<file path="config.mk">
export PLATFORM = sky130hd
export DESIGN_NAME = gtc_timer
export DESIGN_NICKNAME = d
export VERILOG_FILES = /design/src/gtc_pkg.sv /design/src/gtc_timer.sv
export VERILOG_INCLUDE_DIRS = /design/src
export SDC_FILE = /design/constraint.sdc
export NUM_CORES = 1
export LEC_CHECK = 0
export BUFFER_PORTS_ARGS = -buffer_cell sky130_fd_sc_hd__buf_4
export CAP_MARGIN = 20
export CORE_AREA = 2 2 89 91
export DETAILED_ROUTE_END_ITERATION = 7
export DIE_AREA = 0 0 91 93
export GPL_TIMING_DRIVEN = 0
export PLACE_DENSITY = 0.78
export SYNTH_ARGS = -nofsm -noshare
export SYNTH_HDL_FRONTEND = slang
export SYNTH_SLANG_ARGS = --single-unit
</file>
<file path="constraint.sdc">
create_clock -name ref_clk -period 4.5 [get_ports ref_clk]
set_clock_uncertainty 0.2 [all_clocks]
set_input_delay 0 -clock ref_clk [delete_from_list [all_inputs] [get_ports ref_clk]]
set_output_delay 0 -clock ref_clk [all_outputs]
set_load 0.02 [all_outputs]
</file>
<file path="src/gtc_defines.svh">
// Register map, field positions and reset values for the gated timer.
// Assumes a 32-bit AXI4-Lite register bus.
`ifndef GTC_DEFINES_SVH
`define GTC_DEFINES_SVH

// ----------------------------------------------------------------
// Register byte offsets
// ----------------------------------------------------------------
`define GTC_CTRL_OFF     4'h0
`define GTC_GATE_OFF     4'h4
`define GTC_CNT_LO_OFF   4'h8
`define GTC_CNT_HI_OFF   4'hC
`define GTC_STAT_OFF     5'h10

// ----------------------------------------------------------------
// Control register fields
// ----------------------------------------------------------------
`define GTC_ON_BIT       0
`define GTC_SYNCD_BIT    2
`define GTC_OSCEN_BIT    3
`define GTC_PS_LSB       4
`define GTC_SRC_LSB      6

// ----------------------------------------------------------------
// Gate register fields, status fields
// ----------------------------------------------------------------
`define GTC_GPOL_BIT     6
`define GTC_GEN_BIT      7
`define GTC_OVF_BIT      0

`define GTC_CTRL_RST     8'h00
`define GTC_GATE_RST     8'h00
`define GTC_CNT_RST      16'h0000

// ----------------------------------------------------------------
// Timing
// ----------------------------------------------------------------
`define GTC_CLK_MHZ      200
`define GTC_INSTR_DIV    4

`endif

</file>
<file path="src/gtc_pkg.sv">
// Types shared by the gated timer design.
// Assumes nothing beyond the defines header.
package gtc_pkg;
    typedef enum logic [1:0] {
        GTC_SRC_INSTR,
        GTC_SRC_SYS,
        GTC_SRC_EXT,
        GTC_SRC_RSVD
    } gtc_src_e;
    typedef enum logic [1:0] {
        GTC_RSP_OKAY   = 2'h0,
        GTC_RSP_SLVERR = 2'h2
    } gtc_resp_e;
endpackage : gtc_pkg

</file>
<file path="src/gtc_timer.sv">
// Gated 16-bit timer/counter with 3-bit prescaler and AXI4-Lite registers.
// Assumes ext_count_pin and crystal_in_pin are synchronous to ref_clk samples.
//
// Overview of operation
// - Counter off when counter_on clear; gate_enable selects free or gated counting.
// - 16-bit up counter read as two bytes; byte write loads it immediately.
// - Source select plus crystal enable chooses instruction, system, pin or crystal.
// - Instruction clock source advances counter once per instruction cycle.
// - System clock source advances four counts per instruction cycle.
// - External source counts rising edges, synchronised or asynchronous.
// - External mode needs a falling edge before first counted rising edge.
// - Prescale select divides count clock by 1, 2, 4 or 8.
// - Prescaler hidden from software; cleared on any counter byte write.
// - Crystal enable starts low-power oscillator, which keeps running in sleep.
// - Sync-disable set counts external input without synchronising it.
// - Asynchronous external counting continues in sleep; overflow wakes processor.
// - Sync mode changes may lose or add one count.
// - Byte reads during asynchronous counting always return a valid value.
// - Gated counting only when gate_pin level equals gate_polarity.
// - Counter holds its value while the gate forbids counting.
// - Rollover from all ones to zero sets sticky overflow_flag until cleared.
//
// Decided for this implementation: the AXI4-Lite interface to the registers and the register addresses.
`timescale 1ns/1ps
`include "gtc_defines.svh"

module gtc_timer
    import gtc_pkg::*;
#(
    parameter int CNT_W = 16,                       // Counter width
    parameter int PS_W  = 3                         // Prescaler width
) (
    input  wire logic        ref_clk,               // System clock, 200 MHz
    input  wire logic        rst,                   // Sync reset, active high
    input  wire logic        clk_en,                // Freezes all state when low
    input  wire logic        sleep_mode,            // Processor asleep
    input  wire logic        ext_count_pin,         // External count input
    input  wire logic        crystal_in_pin,        // Crystal oscillator signal
    input  wire logic        gate_pin,              // Gate input
    output logic             crystal_osc_run,       // Crystal oscillator enable
    output logic             overflow_flag,         // Sticky rollover flag
    output logic             wake_req,              // Wake request in sleep
    input  wire logic [4:0]  s_axi_awaddr,          // Write address
    input  wire logic        s_axi_awvalid,         // Write address valid
    output logic             s_axi_awready,         // Write address ready
    input  wire logic [31:0] s_axi_wdata,           // Write data
    input  wire logic [3:0]  s_axi_wstrb,           // Write strobes
    input  wire logic        s_axi_wvalid,          // Write data valid
    output logic             s_axi_wready,          // Write data ready
    output logic [1:0]       s_axi_bresp,           // Write response
    output logic             s_axi_bvalid,          // Write response valid
    input  wire logic        s_axi_bready,          // Write response ready
    input  wire logic [4:0]  s_axi_araddr,          // Read address
    input  wire logic        s_axi_arvalid,         // Read address valid
    output logic             s_axi_arready,         // Read address ready
    output logic [31:0]      s_axi_rdata,           // Read data
    output logic [1:0]       s_axi_rresp,           // Read response
    output logic             s_axi_rvalid,          // Read data valid
    input  wire logic        s_axi_rready           // Read data ready
);

    // ------------------------------------------------------------
    // Register state
    // ------------------------------------------------------------
    logic [7:0]       ctrl_r;
    logic [7:0]       gate_r;
    logic [CNT_W-1:0] count_r;
    logic [PS_W-1:0]  ps_r;
    logic [1:0]       instr_r;
    logic             sync1_r;
    logic             sync2_r;
    logic             ext_prev_r;
    logic             armed_r;
    logic             aw_got_r;
    logic             w_got_r;
    logic [4:0]       aw_r;
    logic [31:0]      wd_r;
    logic [3:0]       ws_r;

    logic             counter_on;
    logic             gate_enable;
    logic             gate_polarity;
    logic             crystal_osc_enable;
    logic             sync_disable;
    logic [1:0]       prescale_select;
    gtc_src_e         count_source_select;

    assign counter_on          = ctrl_r[`GTC_ON_BIT];
    assign sync_disable        = ctrl_r[`GTC_SYNCD_BIT];
    assign crystal_osc_enable  = ctrl_r[`GTC_OSCEN_BIT];
    assign prescale_select     = ctrl_r[`GTC_PS_LSB +: 2];
    assign count_source_select = gtc_src_e'(ctrl_r[`GTC_SRC_LSB +: 2]);
    assign gate_enable         = gate_r[`GTC_GEN_BIT];
    assign gate_polarity       = gate_r[`GTC_GPOL_BIT];

    // ------------------------------------------------------------
    // AXI4-Lite write path
    // ------------------------------------------------------------
    logic wr_fire;
    logic cnt_lo_wr;
    logic cnt_hi_wr;
    logic cnt_wr;
    logic wr_hit;

    assign s_axi_awready = !aw_got_r && !s_axi_bvalid;
    assign s_axi_wready  = !w_got_r && !s_axi_bvalid;
    assign wr_fire       = aw_got_r && w_got_r && !s_axi_bvalid;
    assign wr_hit        = wr_fire && ws_r[0];
    assign cnt_lo_wr     = wr_hit && (aw_r[4:2] == 3'(`GTC_CNT_LO_OFF >> 2));
    assign cnt_hi_wr     = wr_hit && (aw_r[4:2] == 3'(`GTC_CNT_HI_OFF >> 2));
    assign cnt_wr        = cnt_lo_wr || cnt_hi_wr;

    always_ff @(posedge ref_clk) begin
        if (rst) begin
            aw_got_r     <= 1'b0;
            w_got_r      <= 1'b0;
            aw_r         <= 5'h00;
            wd_r         <= 32'h0000_0000;
            ws_r         <= 4'h0;
            s_axi_bvalid <= 1'b0;
            s_axi_bresp  <= GTC_RSP_OKAY;
        end else if (clk_en) begin
            if (s_axi_awvalid && s_axi_awready) begin
                aw_got_r <= 1'b1;
                aw_r     <= s_axi_awaddr;
            end
            if (s_axi_wvalid && s_axi_wready) begin
                w_got_r <= 1'b1;
                wd_r    <= s_axi_wdata;
                ws_r    <= s_axi_wstrb;
            end
            if (wr_fire) begin
                aw_got_r     <= 1'b0;
                w_got_r      <= 1'b0;
                s_axi_bvalid <= 1'b1;
                s_axi_bresp  <= (aw_r > `GTC_STAT_OFF) ? GTC_RSP_SLVERR : GTC_RSP_OKAY;
            end else if (s_axi_bvalid && s_axi_bready) begin
                s_axi_bvalid <= 1'b0;
            end
        end
    end

    always_ff @(posedge ref_clk) begin
        if (rst) begin
            ctrl_r <= `GTC_CTRL_RST;
            gate_r <= `GTC_GATE_RST;
        end else if (clk_en && wr_hit) begin
            if (aw_r[4:2] == 3'(`GTC_CTRL_OFF >> 2)) begin
                ctrl_r <= wd_r[7:0] & 8'hFD;
            end
            if (aw_r[4:2] == 3'(`GTC_GATE_OFF >> 2)) begin
                gate_r <= wd_r[7:0] & 8'hC0;
            end
        end
    end

    // ------------------------------------------------------------
    // Count clock selection and synchronisation
    // ------------------------------------------------------------
    logic ext_raw;
    logic ext_lvl;
    logic tick;
    logic gate_ok;
    logic run;
    logic ps_out;
    logic [3:0] ps_max;

    assign crystal_osc_run = crystal_osc_enable;
    assign ext_raw = crystal_osc_enable ? crystal_in_pin : ext_count_pin;
    assign ext_lvl = sync_disable ? ext_raw : sync2_r;

    always_ff @(posedge ref_clk) begin
        if (rst) begin
            sync1_r <= 1'b0;
            sync2_r <= 1'b0;
        end else if (clk_en) begin
            sync1_r <= ext_raw;
            sync2_r <= sync1_r;
        end
    end

    always_ff @(posedge ref_clk) begin
        if (rst) begin
            instr_r <= 2'h0;
        end else if (clk_en) begin
            instr_r <= instr_r + 2'h1;
        end
    end

    // Falling edge must be seen before first counted rising edge
    always_ff @(posedge ref_clk) begin
        if (rst) begin
            ext_prev_r <= 1'b0;
            armed_r    <= 1'b0;
        end else if (clk_en) begin
            ext_prev_r <= ext_lvl;
            if (cnt_wr || !counter_on) begin
                armed_r <= 1'b0;
            end else if (ext_prev_r && !ext_lvl) begin
                armed_r <= 1'b1;
            end
        end
    end

    always_comb begin
        unique case (count_source_select)
            GTC_SRC_INSTR: tick = (instr_r == 2'h3);
            GTC_SRC_SYS:   tick = 1'b1;
            GTC_SRC_EXT:   tick = armed_r && ext_lvl && !ext_prev_r;
            GTC_SRC_RSVD:  tick = 1'b0;
        endcase
    end

    // Sleep only stops synchronous or internal sources
    assign gate_ok = !gate_enable || (gate_pin == gate_polarity);
    assign run     = counter_on && gate_ok && tick
                     && (!sleep_mode || (sync_disable
                         && count_source_select == GTC_SRC_EXT));

    // ------------------------------------------------------------
    // Prescaler and counter
    // ------------------------------------------------------------
    assign ps_max = (4'h1 << prescale_select) - 4'h1;
    assign ps_out = run && ({1'b0, ps_r} == ps_max);

    always_ff @(posedge ref_clk) begin
        if (rst) begin
            ps_r <= '0;
        end else if (clk_en) begin
            if (cnt_wr) begin
                ps_r <= '0;
            end else if (ps_out) begin
                ps_r <= '0;
            end else if (run) begin
                ps_r <= ps_r + 1'b1;
            end
        end
    end

    always_ff @(posedge ref_clk) begin
        if (rst) begin
            count_r <= `GTC_CNT_RST;
        end else if (clk_en) begin
            if (cnt_lo_wr) begin
                count_r[7:0] <= wd_r[7:0];
            end else if (cnt_hi_wr) begin
                count_r[15:8] <= wd_r[7:0];
            end else if (ps_out) begin
                count_r <= count_r + 1'b1;
            end
        end
    end

    // ------------------------------------------------------------
    // Overflow flag, wake request
    // ------------------------------------------------------------
    logic ovf_evt;
    logic ovf_clr;

    assign ovf_evt = ps_out && (count_r == '1) && !cnt_wr;
    assign ovf_clr = wr_hit && (aw_r == `GTC_STAT_OFF) && wd_r[`GTC_OVF_BIT];

    always_ff @(posedge ref_clk) begin
        if (rst) begin
            overflow_flag <= 1'b0;
        end else if (clk_en) begin
            if (ovf_evt) begin
                overflow_flag <= 1'b1;
            end else if (ovf_clr) begin
                overflow_flag <= 1'b0;
            end
        end
    end

    assign wake_req = overflow_flag && sleep_mode;

    // ------------------------------------------------------------
    // AXI4-Lite read path
    // ------------------------------------------------------------
    logic [31:0] rd_val;

    assign s_axi_arready = !s_axi_rvalid;

    always_comb begin
        rd_val = 32'h0000_0000;
        unique case (s_axi_araddr)
            5'(`GTC_CTRL_OFF):   rd_val[7:0] = ctrl_r;
            5'(`GTC_GATE_OFF):   rd_val[7:0] = gate_r;
            5'(`GTC_CNT_LO_OFF): rd_val[7:0] = count_r[7:0];
            5'(`GTC_CNT_HI_OFF): rd_val[7:0] = count_r[15:8];
            `GTC_STAT_OFF:   rd_val[0]   = overflow_flag;
            default:         rd_val      = 32'h0000_0000;
        endcase
    end

    always_ff @(posedge ref_clk) begin
        if (rst) begin
            s_axi_rvalid <= 1'b0;
            s_axi_rdata  <= 32'h0000_0000;
            s_axi_rresp  <= GTC_RSP_OKAY;
        end else if (clk_en) begin
            if (s_axi_arvalid && s_axi_arready) begin
                s_axi_rvalid <= 1'b1;
                s_axi_rdata  <= rd_val;
                s_axi_rresp  <= (s_axi_araddr[1:0] != 2'h0 || s_axi_araddr > `GTC_STAT_OFF)
                                ? GTC_RSP_SLVERR : GTC_RSP_OKAY;
            end else if (s_axi_rvalid && s_axi_rready) begin
                s_axi_rvalid <= 1'b0;
            end
        end
    end

    // ------------------------------------------------------------
    // Assertions
    // ------------------------------------------------------------
    a_off_holds: assert property (@(posedge ref_clk) disable iff (rst)
        clk_en && !counter_on && !cnt_wr |=> $stable(count_r))
        else $error("counter moved while off");

    a_gate_hold: assert property (@(posedge ref_clk) disable iff (rst)
        clk_en && gate_enable && gate_pin != gate_polarity && !cnt_wr |=> $stable(count_r))
        else $error("counter moved while gated");

    a_lo_load: assert property (@(posedge ref_clk) disable iff (rst)
        clk_en && cnt_lo_wr |=> count_r[7:0] == $past(wd_r[7:0]))
        else $error("low byte not loaded");

    a_ps_clear: assert property (@(posedge ref_clk) disable iff (rst)
        clk_en && cnt_wr |=> ps_r == '0)
        else $error("prescaler not cleared");

    a_sys_four: assert property (@(posedge ref_clk) disable iff (rst)
        (clk_en && counter_on && !gate_enable && !sleep_mode && prescale_select == 2'h0
         && count_source_select == GTC_SRC_SYS && !cnt_wr) [*4]
        |=> count_r == $past(count_r, 4) + 16'h4)
        else $error("system clock rate wrong");

    a_instr_once: assert property (@(posedge ref_clk) disable iff (rst)
        clk_en && count_source_select == GTC_SRC_INSTR && instr_r != 2'h3 && !cnt_wr
        |=> $stable(count_r))
        else $error("instruction clock counted early");

    a_ovf_sets: assert property (@(posedge ref_clk) disable iff (rst)
        clk_en && ovf_evt |=> overflow_flag && count_r == '0)
        else $error("overflow not flagged");

    a_arm_first: assert property (@(posedge ref_clk) disable iff (rst)
        clk_en && (cnt_wr || !counter_on || (!armed_r && !(ext_prev_r && !ext_lvl)))
        |=> !armed_r)
        else $error("armed without falling edge");

    a_div_eight: assert property (@(posedge ref_clk) disable iff (rst)
        clk_en && prescale_select == 2'h3 && run && ps_r != 3'h7 && !cnt_wr |=> $stable(count_r))
        else $error("divide by eight wrong");

endmodule : gtc_timer

</file>
Word-level counts from Yosys, hierarchy flattened:

Cells that the tools add are included.

* bitwise gates (word level): 1
* shift-type cells: 1
* reductions and logical operators: 69
* eq/ne operators: 16
* $lt $le $gt $ge: 2
* add/sub/neg operators: 4
* multiplexer cells: 26

Operators by type and width (number)
* $pmux W7 S4: 1
* $logic_and A1 B1 Y1: 26
* $reduce_and A2 Y1: 13
* $mux W8: 3
* $reduce_bool A2 Y1: 9
* $add A16 B1 Y16 const B: 1
* $eq A16 B16 Y1 const B: 1
* $mux W16: 1
* $mux W1: 14
* $eq A5 B4 Y1 const B: 2
* $eq A5 B5 Y1 const B: 2
* $gt A5 B5 Y1 const B: 2
* $logic_not A1 Y1: 10
* $mux W3: 3
* $pmux W1 S4: 2
* $eq A2 B2 Y1 const B: 3
* $eq A3 B2 Y1 const B: 2
* $reduce_and A3 Y1: 2
* $eq A5 B3 Y1 const B: 1
* $logic_not A5 Y1: 1
* $logic_or A1 B1 Y1: 5
* $eq A3 B4 Y1: 1
* $mux W2: 2
* $shl A1 B2 Y4 const A: 1
* other kinds (11): 11

* input port bits: 58
* output and inout bits: 44
* register bits after elaboration: 65

Logic depth before layout (Yosys ltp):

Gate-level depths: netlist (run 1).

* depth after elaboration: 12
* gate-level depth with buffers: 8
* depth with buffers taken out: 7

Worst setup path before layout (run 1):

No wires, ideal clock.

* path kind: reg2reg
* start point: register ctrl_r[3]
* end point: register count_r[0]
* data arrival time: 1960 ps
* setup slack: 2266 ps
* setup time: 74 ps
* cell stages (with the launch flop): 8
* cells stage by stage: dfxtp_1 -> mux2i_2 -> a211oi_2 -> o2111a_2 -> and3_4 -> buf_6 -> or3b_1 -> a31oi_1

* cells in the longest elaborated chain, start to end: 10

RTL lines
* from (decl): RTL line gtc_timer.sv:65 `logic [7:0] ctrl_r;`
* from (signal assigned): RTL line gtc_timer.sv:145 `` ctrl_r <= `GTC_CTRL_RST; ``
* from (signal assigned): RTL line gtc_timer.sv:149 `ctrl_r <= wd_r[7:0] & 8'hFD;`
* $mux W1: RTL line gtc_timer.sv:169 `assign ext_raw = crystal_osc_enable ? crystal_in_pin : ext_count_pin;`
* $mux W1: RTL line gtc_timer.sv:170 `assign ext_lvl = sync_disable ? ext_raw : sync2_r;`
* $logic_and A1 B1 Y1 (2 in series): RTL line gtc_timer.sv:209 `GTC_SRC_EXT: tick = armed_r && ext_lvl && !ext_prev_r;`
* $pmux W1 S4: RTL line gtc_timer.sv:206 `unique case (count_source_select)`
* $logic_and A1 B1 Y1: RTL line gtc_timer.sv:216 `assign run = counter_on && gate_ok && tick`
* $logic_and A1 B1 Y1: RTL line gtc_timer.sv:217 `&& (!sleep_mode || (sync_disable`
* $logic_and A1 B1 Y1: RTL line gtc_timer.sv:224 `assign ps_out = run && ({1'b0, ps_r} == ps_max);`
* $reduce_bool A2 Y1 (no line)
* $reduce_and A3 Y1 (no line)
* to (signal assigned): RTL line gtc_timer.sv:242 `` count_r <= `GTC_CNT_RST; ``
* to (signal assigned): RTL line gtc_timer.sv:245 `count_r[7:0] <= wd_r[7:0];`
* to (signal assigned): RTL line gtc_timer.sv:249 `count_r <= count_r + 1'b1;`
* to (decl): RTL line gtc_timer.sv:67 `logic [CNT_W-1:0] count_r;`

No other way between the ends.
A chain may end at the register's enable or synchronous reset.

Final worst setup path (run 1):

* start point: register s_axi_bvalid
* end point: register wd_r[2]

* cells in the longest elaborated chain, start to end: 4

RTL lines
* from (decl): RTL line gtc_timer.sv:51 `output logic s_axi_bvalid,`
* from (signal assigned): RTL line gtc_timer.sv:120 `s_axi_bvalid <= 1'b0;`
* from (signal assigned): RTL line gtc_timer.sv:135 `s_axi_bvalid <= 1'b1;`
* from (signal assigned): RTL line gtc_timer.sv:138 `s_axi_bvalid <= 1'b0;`
* $logic_not A1 Y1: RTL line gtc_timer.sv:106 `assign s_axi_wready = !w_got_r && !s_axi_bvalid;`
* $logic_and A1 B1 Y1: RTL line gtc_timer.sv:106
* $logic_and A1 B1 Y1: RTL line gtc_timer.sv:127 `if (s_axi_wvalid && s_axi_wready) begin`
* $reduce_and A2 Y1 (no line)
* to (signal assigned): RTL line gtc_timer.sv:129 `wd_r <= s_axi_wdata;`
* to (decl): RTL line gtc_timer.sv:77 `logic [31:0] wd_r;`

No other way between the ends.

==> flow_summary.json, run 1 <==
{
  "status": "finished, violations left",
  "violations": "negative hold slack",
  "max_cap_violations": 0,
  "insertion_delay_ns": 0.36,
  "grt_pass1_vias": 3057,
  "numPortBuffers": 46,
  "postRouteWirelength_mm": 9.07,
  "vias": 3314,
  "met2WireLength_mm": 4.42,
  "switching_share": 0.264,
  "maxSlewViolCount": 0,
  "core-area_mm2": 0.00753,
  "post_cts_resized": 0,
  "period_minus_slack_ns": 2.56,
  "avgSynthCellArea_um2": 8.40,
  "netSwitchingPower_mw": 0.312,
  "p_seq_frac": 0.491,
  "fill_cells": 683,
  "synth-seq-area-share": 0.380,
  "met1_length_mm": 3.87,
  "setup-tns-final_ns": 0,
  "drc_errors": 0,
  "vias_per_cell": 5.34,
  "pwr-share-clk": 0.381,
  "synth_area_leaders": "dfxtp_1 (38%), buf_4 (5.9%), nor2_1 (5.9%), mux2i_1 (5.4%), nand2_1 (5.3%)",
  "peakVddDrop_uv": 163,
  "clock_path_buffers": 2,
  "diodes": 0,
  "combPwrFrac": 0.128,
  "synth_edf_count": 0,
  "rows": 32,
  "post-synth-top-area-cell": "dfxtp_1",
  "cts_num_sinks": 63,
  "critical_path.max_fanout": 10,
  "finalHoldWorstSlack_ns": -0.00641,
  "crit_path_start_kind": "flip-flop",
  "initial_core_util": 0.441,
  "post_cts_buffers": 0,
  "overflow": 0,
  "clkTransAtPathRegs_ns": 0.07,
  "antenna_found_initial": 0,
  "dieArea_mm2": 0.00846,
  "p_int_mw": 0.873,
  "wl_per_cell_um": 14.6,
  "multi_input_area_mm2": 0.00185,
  "placed_cell_area_mm2": 0.00388,
  "timing.slew.headroom": 0.338,
  "worstSetupEndpointType": "flip-flop",
  "synthesis.area_mm2": 0.00332,
  "grt_pass1_wl_mm": 14.8,
  "setup_viol": 0,
  "clock_tree.htree_level_count": 3,
  "gp_congestion": 0.888,
  "cts_tree": "done",
  "postRouteAntennaNets": 0,
  "cts_buffers": 9,
  "arrival_ns": 2.64,
  "grt_max_degree": 11,
  "async_flop_share": 0,
  "cts_root_buf": "clkbuf_8",
  "seq_area_mm2": 0.00126,
  "dieHeight_um": 93,
  "p_leak_nw": 1.71,
  "synth_ff_type": "dfxtp_1",
  "die_w_um": 91,
  "pre_cts_ws_ns": 2.07,
  "yosysWarningCount": 0,
  "drt_iter0_markers": 181,
  "grt_usage": 0.220,
  "wl_met3_um": 665,
  "finalHoldViolCount": 2,
  "final_nets": 575,
  "firstDrtPassIters": 4,
  "finalCritPeriodShare": 0.570,
  "max_slew.worst_pin.slew_ns": 0.991,
  "drive_above_1_share": 0.208,
  "yosysTopAreaCellShare": 0.380,
  "hpwl_mm": 6.67,
  "ys_types": 58,
  "stdcell_area_mm2": 0.00443,
  "hold_class": "in -> reg",
  "top_layer": "met4",
  "p_per_area_mw_per_mm2": 268,
  "synthesis.instances": 395,
  "crit_type": "reg -> reg",
  "max_freq_mhz": 390,
  "cp.required_ns": 4.58,
  "rsz0062_at_grt": "false",
  "fin_ws_ns": 1.94,
  "ios": 102,
  "ys_seq_elements": 63,
  "syn_to_final_growth_pct": 33.6
}
-- layout make-up --
| type | count | share of cell area |
|---|---|---|
| multi-input cells | 307 | 0.418 |
| inverters | 5 | 0.00424 |
| clock inverters | 3 | 0.00395 |
| plain buffers | 45 | 0.0627 |
| repair buffers | 83 | 0.162 |
| flip-flops and latches | 63 | 0.285 |
| well taps | 102 | 0.0288 |
| clock buffers | 13 | 0.0359 |
-- stage by stage --
stage	util	total power [mW]	hold WS [ns]	cells
after floorplan	-	0.679	-0.0640	420
after detailed placement	0.516	0.723	0.0485	568
after CTS	0.589	1.19	0.000129	621
after global placement	0.516	0.720	0.0307	568
final	0.589	1.19	-0.00641	621
after global routing	0.589	1.23	0.0405	621
-- metal layers --
metal | vias to the layer above | GRT usage
met3 | 11 | 0.0483
met1 | 1570 | 0.276
met5 | - | 0
met4 | 0 | 0.0657
met2 | 120 | 0.380
li1 | 1613 | -
-- cell usage in the layout (no fill, tap or decap), drive strengths merged, types with 6 or more instances in the layout --
cell	n
nand3	11
nand4	7
conb	26
buf	76
clkbuf	28
a22oi	7
a21oi	28
o21ai	13
dfxtp	63
nand2	47
o311ai	9
nor2	53
nor3b	6
o211ai	7
mux2i	19
dlygate4sd3	37
-- worst max-delay path, stage by stage (launching register included) --
cell and delay, ns:
dfxtp_1 0.36, nand2b_1 0.24, nor3b_1 0.86, nand2_1 0.12, dlygate4sd3_1 0.60, a21oi_1 0.11
-- synth_stat cells, types with 6 or more instances --
cell and number:
nand4_1 6, nand2_1 47, o211ai_1 7, mux2i_1 18, nor2_1 52, nand3_1 11, buf_4 26, a21oi_1 28
a22oi_1 7, clkbuf_1 15, dfxtp_1 63, o21ai_0 11, o311ai_0 9
-- power groups by stage --
stage          Clock, mW  Sequential (mW)  Combinational, mW
6_report           0.451            0.582              0.152
4_1_cts            0.460            0.581              0.151
3_3_place_gp           0            0.594              0.126
2_1_floorplan          0            0.591             0.0877
3_5_place_dp           0            0.594              0.129
5_1_grt            0.479            0.583              0.165
-- final timing paths --
check                                   start                          end  slack [ns]  depth (start not counted)
setup / recovery    s_axi_bvalid$_SDFFE_PP0P_         wd_r[2]$_SDFFE_PP0P_        1.94                          5
setup reg to reg    s_axi_bvalid$_SDFFE_PP0P_         wd_r[2]$_SDFFE_PP0P_        1.94                          5
hold reg to reg   s_axi_rresp[1]$_SDFFE_PP0P_  s_axi_rresp[1]$_SDFFE_PP0P_        0.28                          2
hold / removal                   s_axi_wvalid         wd_r[4]$_SDFFE_PP0P_      -0.006                          4
-- cells by family after synthesis --
| group | share of synthesized area |
|---|---|
| simple gates | 0.255 |
| compound gates | 0.166 |
| flops | 0.380 |
| buf+inv | 0.0894 |
| mux | 0.0890 |
| fa+ha+maj | 0.0113 |
| xor+xnor | 0.00792 |
| other cells | 0.00113 |
-- state kept, by name, indices dropped and copies added (netlist names), 2 cells and up --
name	flops
count_r	16
s_axi_rdata	8
wd_r	8
ctrl_r	7
aw_r	5
ps_r	3
gate_r	2
instr_r	2
-- timing repair --
action / 4_1_cts / 5_1_grt
hold buffers: 37 / 0
setup endpoints to repair: 0 / 0
hold endpoints to repair: 36 / 0
Power figures use the tool's default switching activity.
==> run 2: changes to the inputs <==
ABC_AREA = 1   (was default)
CORE_AREA = 2 2 94 96   (was 2 2 89 91)
DIE_AREA = 0 0 96 98   (was 0 0 91 93)
PLACE_DENSITY = 0.79   (was 0.78)
clock period = 2.09 ns   (was 4.5 ns; I/O delays follow)
==> run 2 against run 1 <==
  * The flow still finishes with violations (negative hold slack)
  * Power is 140% higher
  * Routed wire length up 22%
  * Count of clock-buffer cells in the layout decreased by 4
  * Core utilization is 0.85 points lower
  * Clock power increased to 2.7 times the previous value
  * Die area grew 11%
  * Critical path depth increased by 2
  * Critical path type unchanged
  * Critical endpoint is now s_axi_rresp[1]$_SDFFE_PP0P_
  * Largest cell class unchanged
  * Largest power group unchanged
  * Highest routed layer unchanged
==> flow_summary.json, run 2 <==
{
  "status": "finished, violations left",
  "violations": "negative hold slack",
  "largest_register_ffs": 16,
  "drt_iter0_markers": 417,
  "p_per_area_mw_per_mm2": 582,
  "final_cell_mix": "nand2_1 (124), nor2_1 (84), buf_4 (78)",
  "final_util": 0.580,
  "seq_area_mm2": 0.00126,
  "hp-start": "s_axi_awvalid",
  "finalHoldViolCount": 3,
  "grt_usage": 0.240,
  "worstSetupEndpointType": "flip-flop",
  "insertion_delay_ns": 0.35,
  "avgSynthCellArea_um2": 6.67,
  "dieHeight_um": 98,
  "synth_area_leaders": "dfxtp_1 (34%), nand2_1 (13%), nor2_1 (8.7%), buf_4 (5.9%), a21oi_1 (5.7%)",
  "r2r-end": "s_axi_rresp[1]$_SDFFE_PP0P_",
  "stdcell_count": 787,
  "finalHoldWorstSlack_ns": -0.0279,
  "hold_class": "in -> reg",
  "postRouteWirelength_mm": 11.0,
  "clock_path_buffers": 2,
  "pre_cts_ws_ns": 0.116,
  "grt_pass1_wl_mm": 17.7,
  "setup-tns-final_ns": 0,
  "top_register": "count_r",
  "peakVddDrop_uv": 379,
  "met2WireLength_mm": 5.36,
  "rsz0062_at_grt": "false",
  "maxSlewViolCount": 0,
  "yosys.area_share.simple": 0.347,
  "reg2reg_slack_ns": 0.08,
  "hpwl_mm": 7.54,
  "grt_max_degree": 13,
  "firstDrtPassIters": 6,
  "arrival_ns": 2.05,
  "cts_num_sinks": 63,
  "rows": 34,
  "placed_cell_area_mm2": 0.00425,
  "wl_met3_um": 819,
  "syn_to_final_growth_pct": 33.8,
  "synth-seq-area-share": 0.344,
  "dieArea_mm2": 0.00941,
  "clkTransAtPathRegs_ns": 0.08,
  "numPortBuffers": 46,
  "placedCellCount": 729,
  "wl_per_cell_um": 14.0,
  "holdPathEnd": "aw_got_r$_SDFFE_PP0P_",
  "max_slew.worst_pin.slew_ns": 0.526,
  "synth_edf_count": 0,
  "crit_type": "reg -> reg",
  "max_freq_mhz": 497,
  "grt_pass1_vias": 3760,
  "synth_compound_area_frac": 0.143,
  "reg_top3": "count_r: 16 flops, s_axi_rdata: 8 flops, wd_r: 8 flops",
  "cts_tree": "done",
  "p_leak_nw": 2.27,
  "finalCritPeriodShare": 0.962,
  "drc_errors": 0,
  "ys_types": 40,
  "overflow": 0,
  "async_flop_share": 0,
  "cts_buffers": 9,
  "critical_path.max_fanout": 10,
  "synthesis.instances": 550,
  "cts_root_buf": "clkbuf_8",
  "stdcell_area_mm2": 0.00491,
  "post-synth-top-area-cell": "dfxtp_1",
  "gp_congestion": 0.915,
  "vias_per_cell": 5.17,
  "final_common_cell": "nand2_1",
  "fin_ws_ns": 0.0790,
  "netlist_top_cells_count": "nand2_1 (124), nor2_1 (85), dfxtp_1 (63)",
  "finalPower_mw": 2.86,
  "synthesis.area_mm2": 0.00367,
  "synth_top_family_by_area": "simple AND/OR/NAND/NOR gates",
  "hold_path_depth": 5,
  "setup_viol": 0,
  "max_cap_violations": 0,
  "timing.slew.headroom": 0.649,
  "r2r-start": "s_axi_rvalid$_SDFFE_PP0P_",
  "multi_input_area_mm2": 0.00202,
  "clock_tree.htree_level_count": 3,
  "synthAdderAreaFrac": 0.0102,
  "worstRegToRegCells": 7,
  "ios": 102,
  "die_w_um": 96,
  "final_nets": 735,
  "synth_ff_type": "dfxtp_1",
  "synth-xor-area-share": 0.0191,
  "yosysWarningCount": 0,
  "diodes": 0,
  "yosysMostFrequentCell": "nand2_1",
  "postRouteAntennaNets": 0,
  "synthMuxAreaShare": 0,
  "ys_seq_elements": 63,
  "antenna_found_initial": 0,
  "top_layer": "met4",
  "initial_core_util": 0.434,
  "core-area_mm2": 0.00847,
  "cp.required_ns": 2.13,
  "vias": 4068,
  "met1_length_mm": 4.45,
  "yosysTopAreaCellShare": 0.344,
  "period_minus_slack_ns": 2.01,
  "fill_cells": 775,
  "crit_path_start_kind": "flip-flop",
  "drive_above_1_share": 0.205
}
-- run 2: changes by cell type after synthesis, moves of 5 or more --
cell	change
a21oi_1	+14
a22oi_1	-7
clkbuf_1	-11
inv_1	+42
inv_2	+6
mux2_2	-5
mux2i_1	-18
nand2_1	+77
nand2b_1	-5
nand3_1	+29
nor2_1	+33
nor3b_1	-5
o21ai_0	+25
o311ai_0	-9
-- run 2: final cells by class --
class                   count  area share
multi-input cells         415       0.411
flip-flops and latches     63       0.257
repair buffers             88       0.155
plain buffers              42      0.0599
inverters                  55      0.0438
well taps                 108      0.0275
clock buffers               9      0.0252
clock inverters             7      0.0196
-- run 2: routing by layer --
| layer | vias to the layer above | global-route usage |
|---|---|---|
| met2 | 225 | 0.404 |
| met5 | - | 0 |
| met3 | 46 | 0.0478 |
| met1 | 1815 | 0.292 |
| met4 | 0 | 0.107 |
| li1 | 1982 | - |
-- run 2: kinds of logic (layout without fill, tap and decap cells) --
family | Yosys count | after routing
adders and majority gates | 3 | 3
buffers and inverters | 97 | 201
other | 1 | 26
and+or+nand+nor | 283 | 283
xor gates and xnor gates | 8 | 8
DFF | 63 | 63
AOI/OAI and AO/OA | 95 | 95
-- run 2: worst max path at each step --
stage / startpoint / end
floorplan: s_axi_bvalid$_SDFFE_PP0P_ / wd_r[6]$_SDFFE_PP0P_
global placement: count_r[0]$_SDFFE_PP0P_ / overflow_flag$_SDFFE_PP0P_
detailed placement: count_r[0]$_SDFFE_PP0P_ / overflow_flag$_SDFFE_PP0P_
CTS: rst / s_axi_rdata[1]$_SDFFE_PP0P_
global route: s_axi_araddr[2] / s_axi_rdata[1]$_SDFFE_PP0P_
finish: s_axi_rvalid$_SDFFE_PP0P_ / s_axi_rresp[1]$_SDFFE_PP0P_
-- run 2: what timing repair did --
action / 4_1_cts / 5_1_grt
endpoints found under the hold margin: 38 / 0
setup buffers: 0 / 2
resized for setup: 0 / 13
hold buffers: 41 / 0
endpoints found under the setup margin: 0 / 9
-- run 2: critical path, stage by stage (launching register included) --
cell	delay [ns]
dfxtp_1	0.36
inv_1	0.09
nand3_1	0.11
buf_4	0.19
inv_1	0.12
o21ai_0	0.17
a21oi_1	0.07
dlygate4sd3_1	0.58
-- run 2: report_power, final --
group | switching (mW) | internal [mW]
Sequential | 0.0303 | 1.24
Combinational | 0.220 | 0.175
Clock | 0.522 | 0.675
==> run 3: changes to the inputs <==
PLACE_DENSITY = 0.76   (was 0.79)
clock period = 2.3 ns   (was 2.09 ns; I/O delays follow)
==> run 3 against run 2 <==
  * The flow now finishes without violations
  * Hold slack improved by 0.053 ns
  * Register-to-register slack improved by 0.04 ns
  * Power decreased by 13%
  * Global-route usage down 0.74 points
  * Clock power down 18%
  * Non-clock buffer count fell by 5
  * Final cell count down 0.64%
  * Largest power group unchanged
  * Routed wire length fell by 4.0%
  * First-iteration DRC count shrank 46%
  * Combinational power fell by 11%
  * Core utilization down 1.1 points
==> flow_summary.json, run 3 (synthesis gave the netlist of run 2 again) <==
{
  "initial_core_util": 0.434,
  "rows": 34,
  "grt_pass1_vias": 3687,
  "vias": 3916,
  "largest_register_ffs": 16,
  "crit_start": "s_axi_araddr[2]",
  "cts_root_buf": "clkbuf_8",
  "finalCritPeriodShare": 0.965,
  "netSwitchingPower_mw": 0.687,
  "reg_top3": "count_r: 16 flops, s_axi_rdata: 8 flops, wd_r: 8 flops",
  "timing.slew.headroom": 0.635,
  "peakVddDrop_uv": 362,
  "r2r-end": "s_axi_rdata[0]$_SDFFE_PP0P_",
  "reg2reg_slack_ns": 0.12,
  "combPwrFrac": 0.141,
  "clock_path_buffers": 2,
  "final_common_cell": "nand2_1",
  "gp_congestion": 0.900,
  "diodes": 0,
  "hp-start": "gate_pin",
  "holdPathEnd": "ps_r[0]$_SDFFE_PP0P_",
  "rsz0062_at_grt": "false",
  "top_register": "count_r",
  "fin_ws_ns": 0.0807,
  "cts_tree": "done",
  "postRouteAntennaNets": 0,
  "numPortBuffers": 46,
  "hpwl_mm": 7.44,
  "firstDrtPassIters": 6,
  "overflow": 0,
  "postRouteWirelength_mm": 10.6,
  "drt_iter0_markers": 224,
  "vias_per_cell": 5.01,
  "crit_type": "in -> reg",
  "pre_cts_ws_ns": 0.305,
  "worstRegToRegCells": 4,
  "syn_to_final_growth_pct": 31.2,
  "crit_path_start_kind": "input port",
  "post_cts_buffers": 0,
  "switching_share": 0.276,
  "hold_class": "in -> reg",
  "grt_usage": 0.233,
  "critical_path.max_fanout": 5,
  "final_nets": 730,
  "finalPower_mw": 2.49,
  "finalHoldViolCount": 0,
  "arrival_ns": 2.31,
  "hold_path_depth": 7,
  "p_per_area_mw_per_mm2": 517,
  "setup_viol": 0,
  "drc_errors": 0,
  "ios": 102,
  "antenna_found_initial": 0,
  "clock_tree.htree_level_count": 3,
  "wl_per_cell_um": 13.5,
  "status": "finished clean",
  "period_minus_slack_ns": 2.22,
  "setup-tns-final_ns": 0,
  "p_int_mw": 1.80,
  "maxSlewViolCount": 0,
  "crit_chain": "dlygate4sd3_1 > buf_4 > inv_1 > nand2_1 > nor2_1 > dlygate4sd3_1 > a21oi_1 > a31oi_1 > dlygate4sd3_1",
  "placedCellCount": 729,
  "max_freq_mhz": 451,
  "worstSetupEndpointType": "flip-flop",
  "p_leak_nw": 2.23,
  "pwr-share-clk": 0.397,
  "dieArea_mm2": 0.00941,
  "cts_buffers": 9,
  "grt_pass1_wl_mm": 17.2,
  "r2r-start": "count_r[8]$_SDFFE_PP0P_",
  "core-area_mm2": 0.00847,
  "final_cell_mix": "nand2_1 (124), nor2_1 (85), buf_4 (75)",
  "grt_max_degree": 12,
  "cp.required_ns": 2.39,
  "dieHeight_um": 98,
  "drive_above_1_share": 0.193,
  "max_slew.worst_pin.slew_ns": 0.548,
  "cts_num_sinks": 63,
  "cpMostUsedCell": "dlygate4sd3_1",
  "critical-path-max-stage-delay_ns": 0.59,
  "max_cap_violations": 0,
  "die_w_um": 96,
  "insertion_delay_ns": 0.35,
  "p_seq_frac": 0.463,
  "stdcell_count": 782,
  "crit_slowest_cell": "dlygate4sd3_1",
  "clkTransAtPathRegs_ns": 0.08
}
[run 3: cell types whose count changed in the layout (fill, tap and decap cells not counted), sizes merged]
cell / previous run / this run
clkinv: 4 / 3
dlygate4sd3: 39 / 37
bufinv: 2 / 1
clkinvlp: 1 / 2
buf: 85 / 84
dlymetal6s4s: 1 / 0
[run 3: critical path, delay by kind of cell]
| family | cells | cell delay [ns] |
|---|---|---|
| AND/OR/NAND/NOR | 2 | 0.18 |
| AO/OA/AOI/OAI | 2 | 0.24 |
| buffers and inverters | 5 | 1.89 |
[run 3: repair_timing]
| action | 4_1_cts | 5_1_grt |
|---|---|---|
| hold buffers | 37 | 0 |
| endpoints found under the setup margin | 0 | 3 |
| hold endpoints to repair | 38 | 0 |
| gates resized for setup | 0 | 2 |
[run 3: how the worst max path moves through the flow]
| stage | cells after the start | to | slack [ns] |
|---|---|---|---|
| 2_1_floorplan | 5 | wd_r[6]$_SDFFE_PP0P_ | 0.60 |
| 3_3_place_gp | 7 | overflow_flag$_SDFFE_PP0P_ | 0.30 |
| 3_5_place_dp | 7 | overflow_flag$_SDFFE_PP0P_ | 0.30 |
| 4_1_cts | 7 | aw_r[2]$_SDFFE_PP0P_ | 0.15 |
| 5_1_grt | 9 | s_axi_rdata[0]$_SDFFE_PP0P_ | 0.04 |
| 6_report | 9 | s_axi_rdata[0]$_SDFFE_PP0P_ | 0.08 |
[run 3: cell type report]
cell class / instances / area, um2
Tap cell: 108 / 135
Sequential cell: 63 / 1260
Timing Repair Buffer: 83 / 716
Multi-Input combinational cell: 415 / 2000
Buffer: 42 / 290
Fill cell: 807 / 3650
Clock inverter: 6 / 60.1
Inverter: 55 / 211
Clock buffer: 10 / 138
[run 3: metrics by stage]
step | hold slack, ns | utilization | instance area [um2]
final | 0.0251 | 0.569 | 4810
after global routing | 0.0769 | 0.569 | 4810
after CTS | 0.00131 | 0.569 | 4810
after detailed placement | 0.0625 | 0.501 | 4250
after global placement | 0.0517 | 0.501 | 4250
after floorplan | -0.0688 | - | 3760
[run 3: metal layers]
layer	share of wire	vias up	global-route usage
met5	0	-	0
met4	0.025	0	0.0780
met3	0.057	30	0.0424
met2	0.48	151	0.397
met1	0.44	1766	0.292
li1	-	1969	-
[run 3: power by group through the flow]
stage | clock, mW | combinational, mW | sequential [mW]
after floorplan | 0 | 0.198 | 1.17
after global placement | 0 | 0.287 | 1.17
after detailed placement | 0 | 0.291 | 1.17
after CTS | 0.985 | 0.340 | 1.15
after global routing | 1.03 | 0.381 | 1.15
final | 0.987 | 0.350 | 1.15
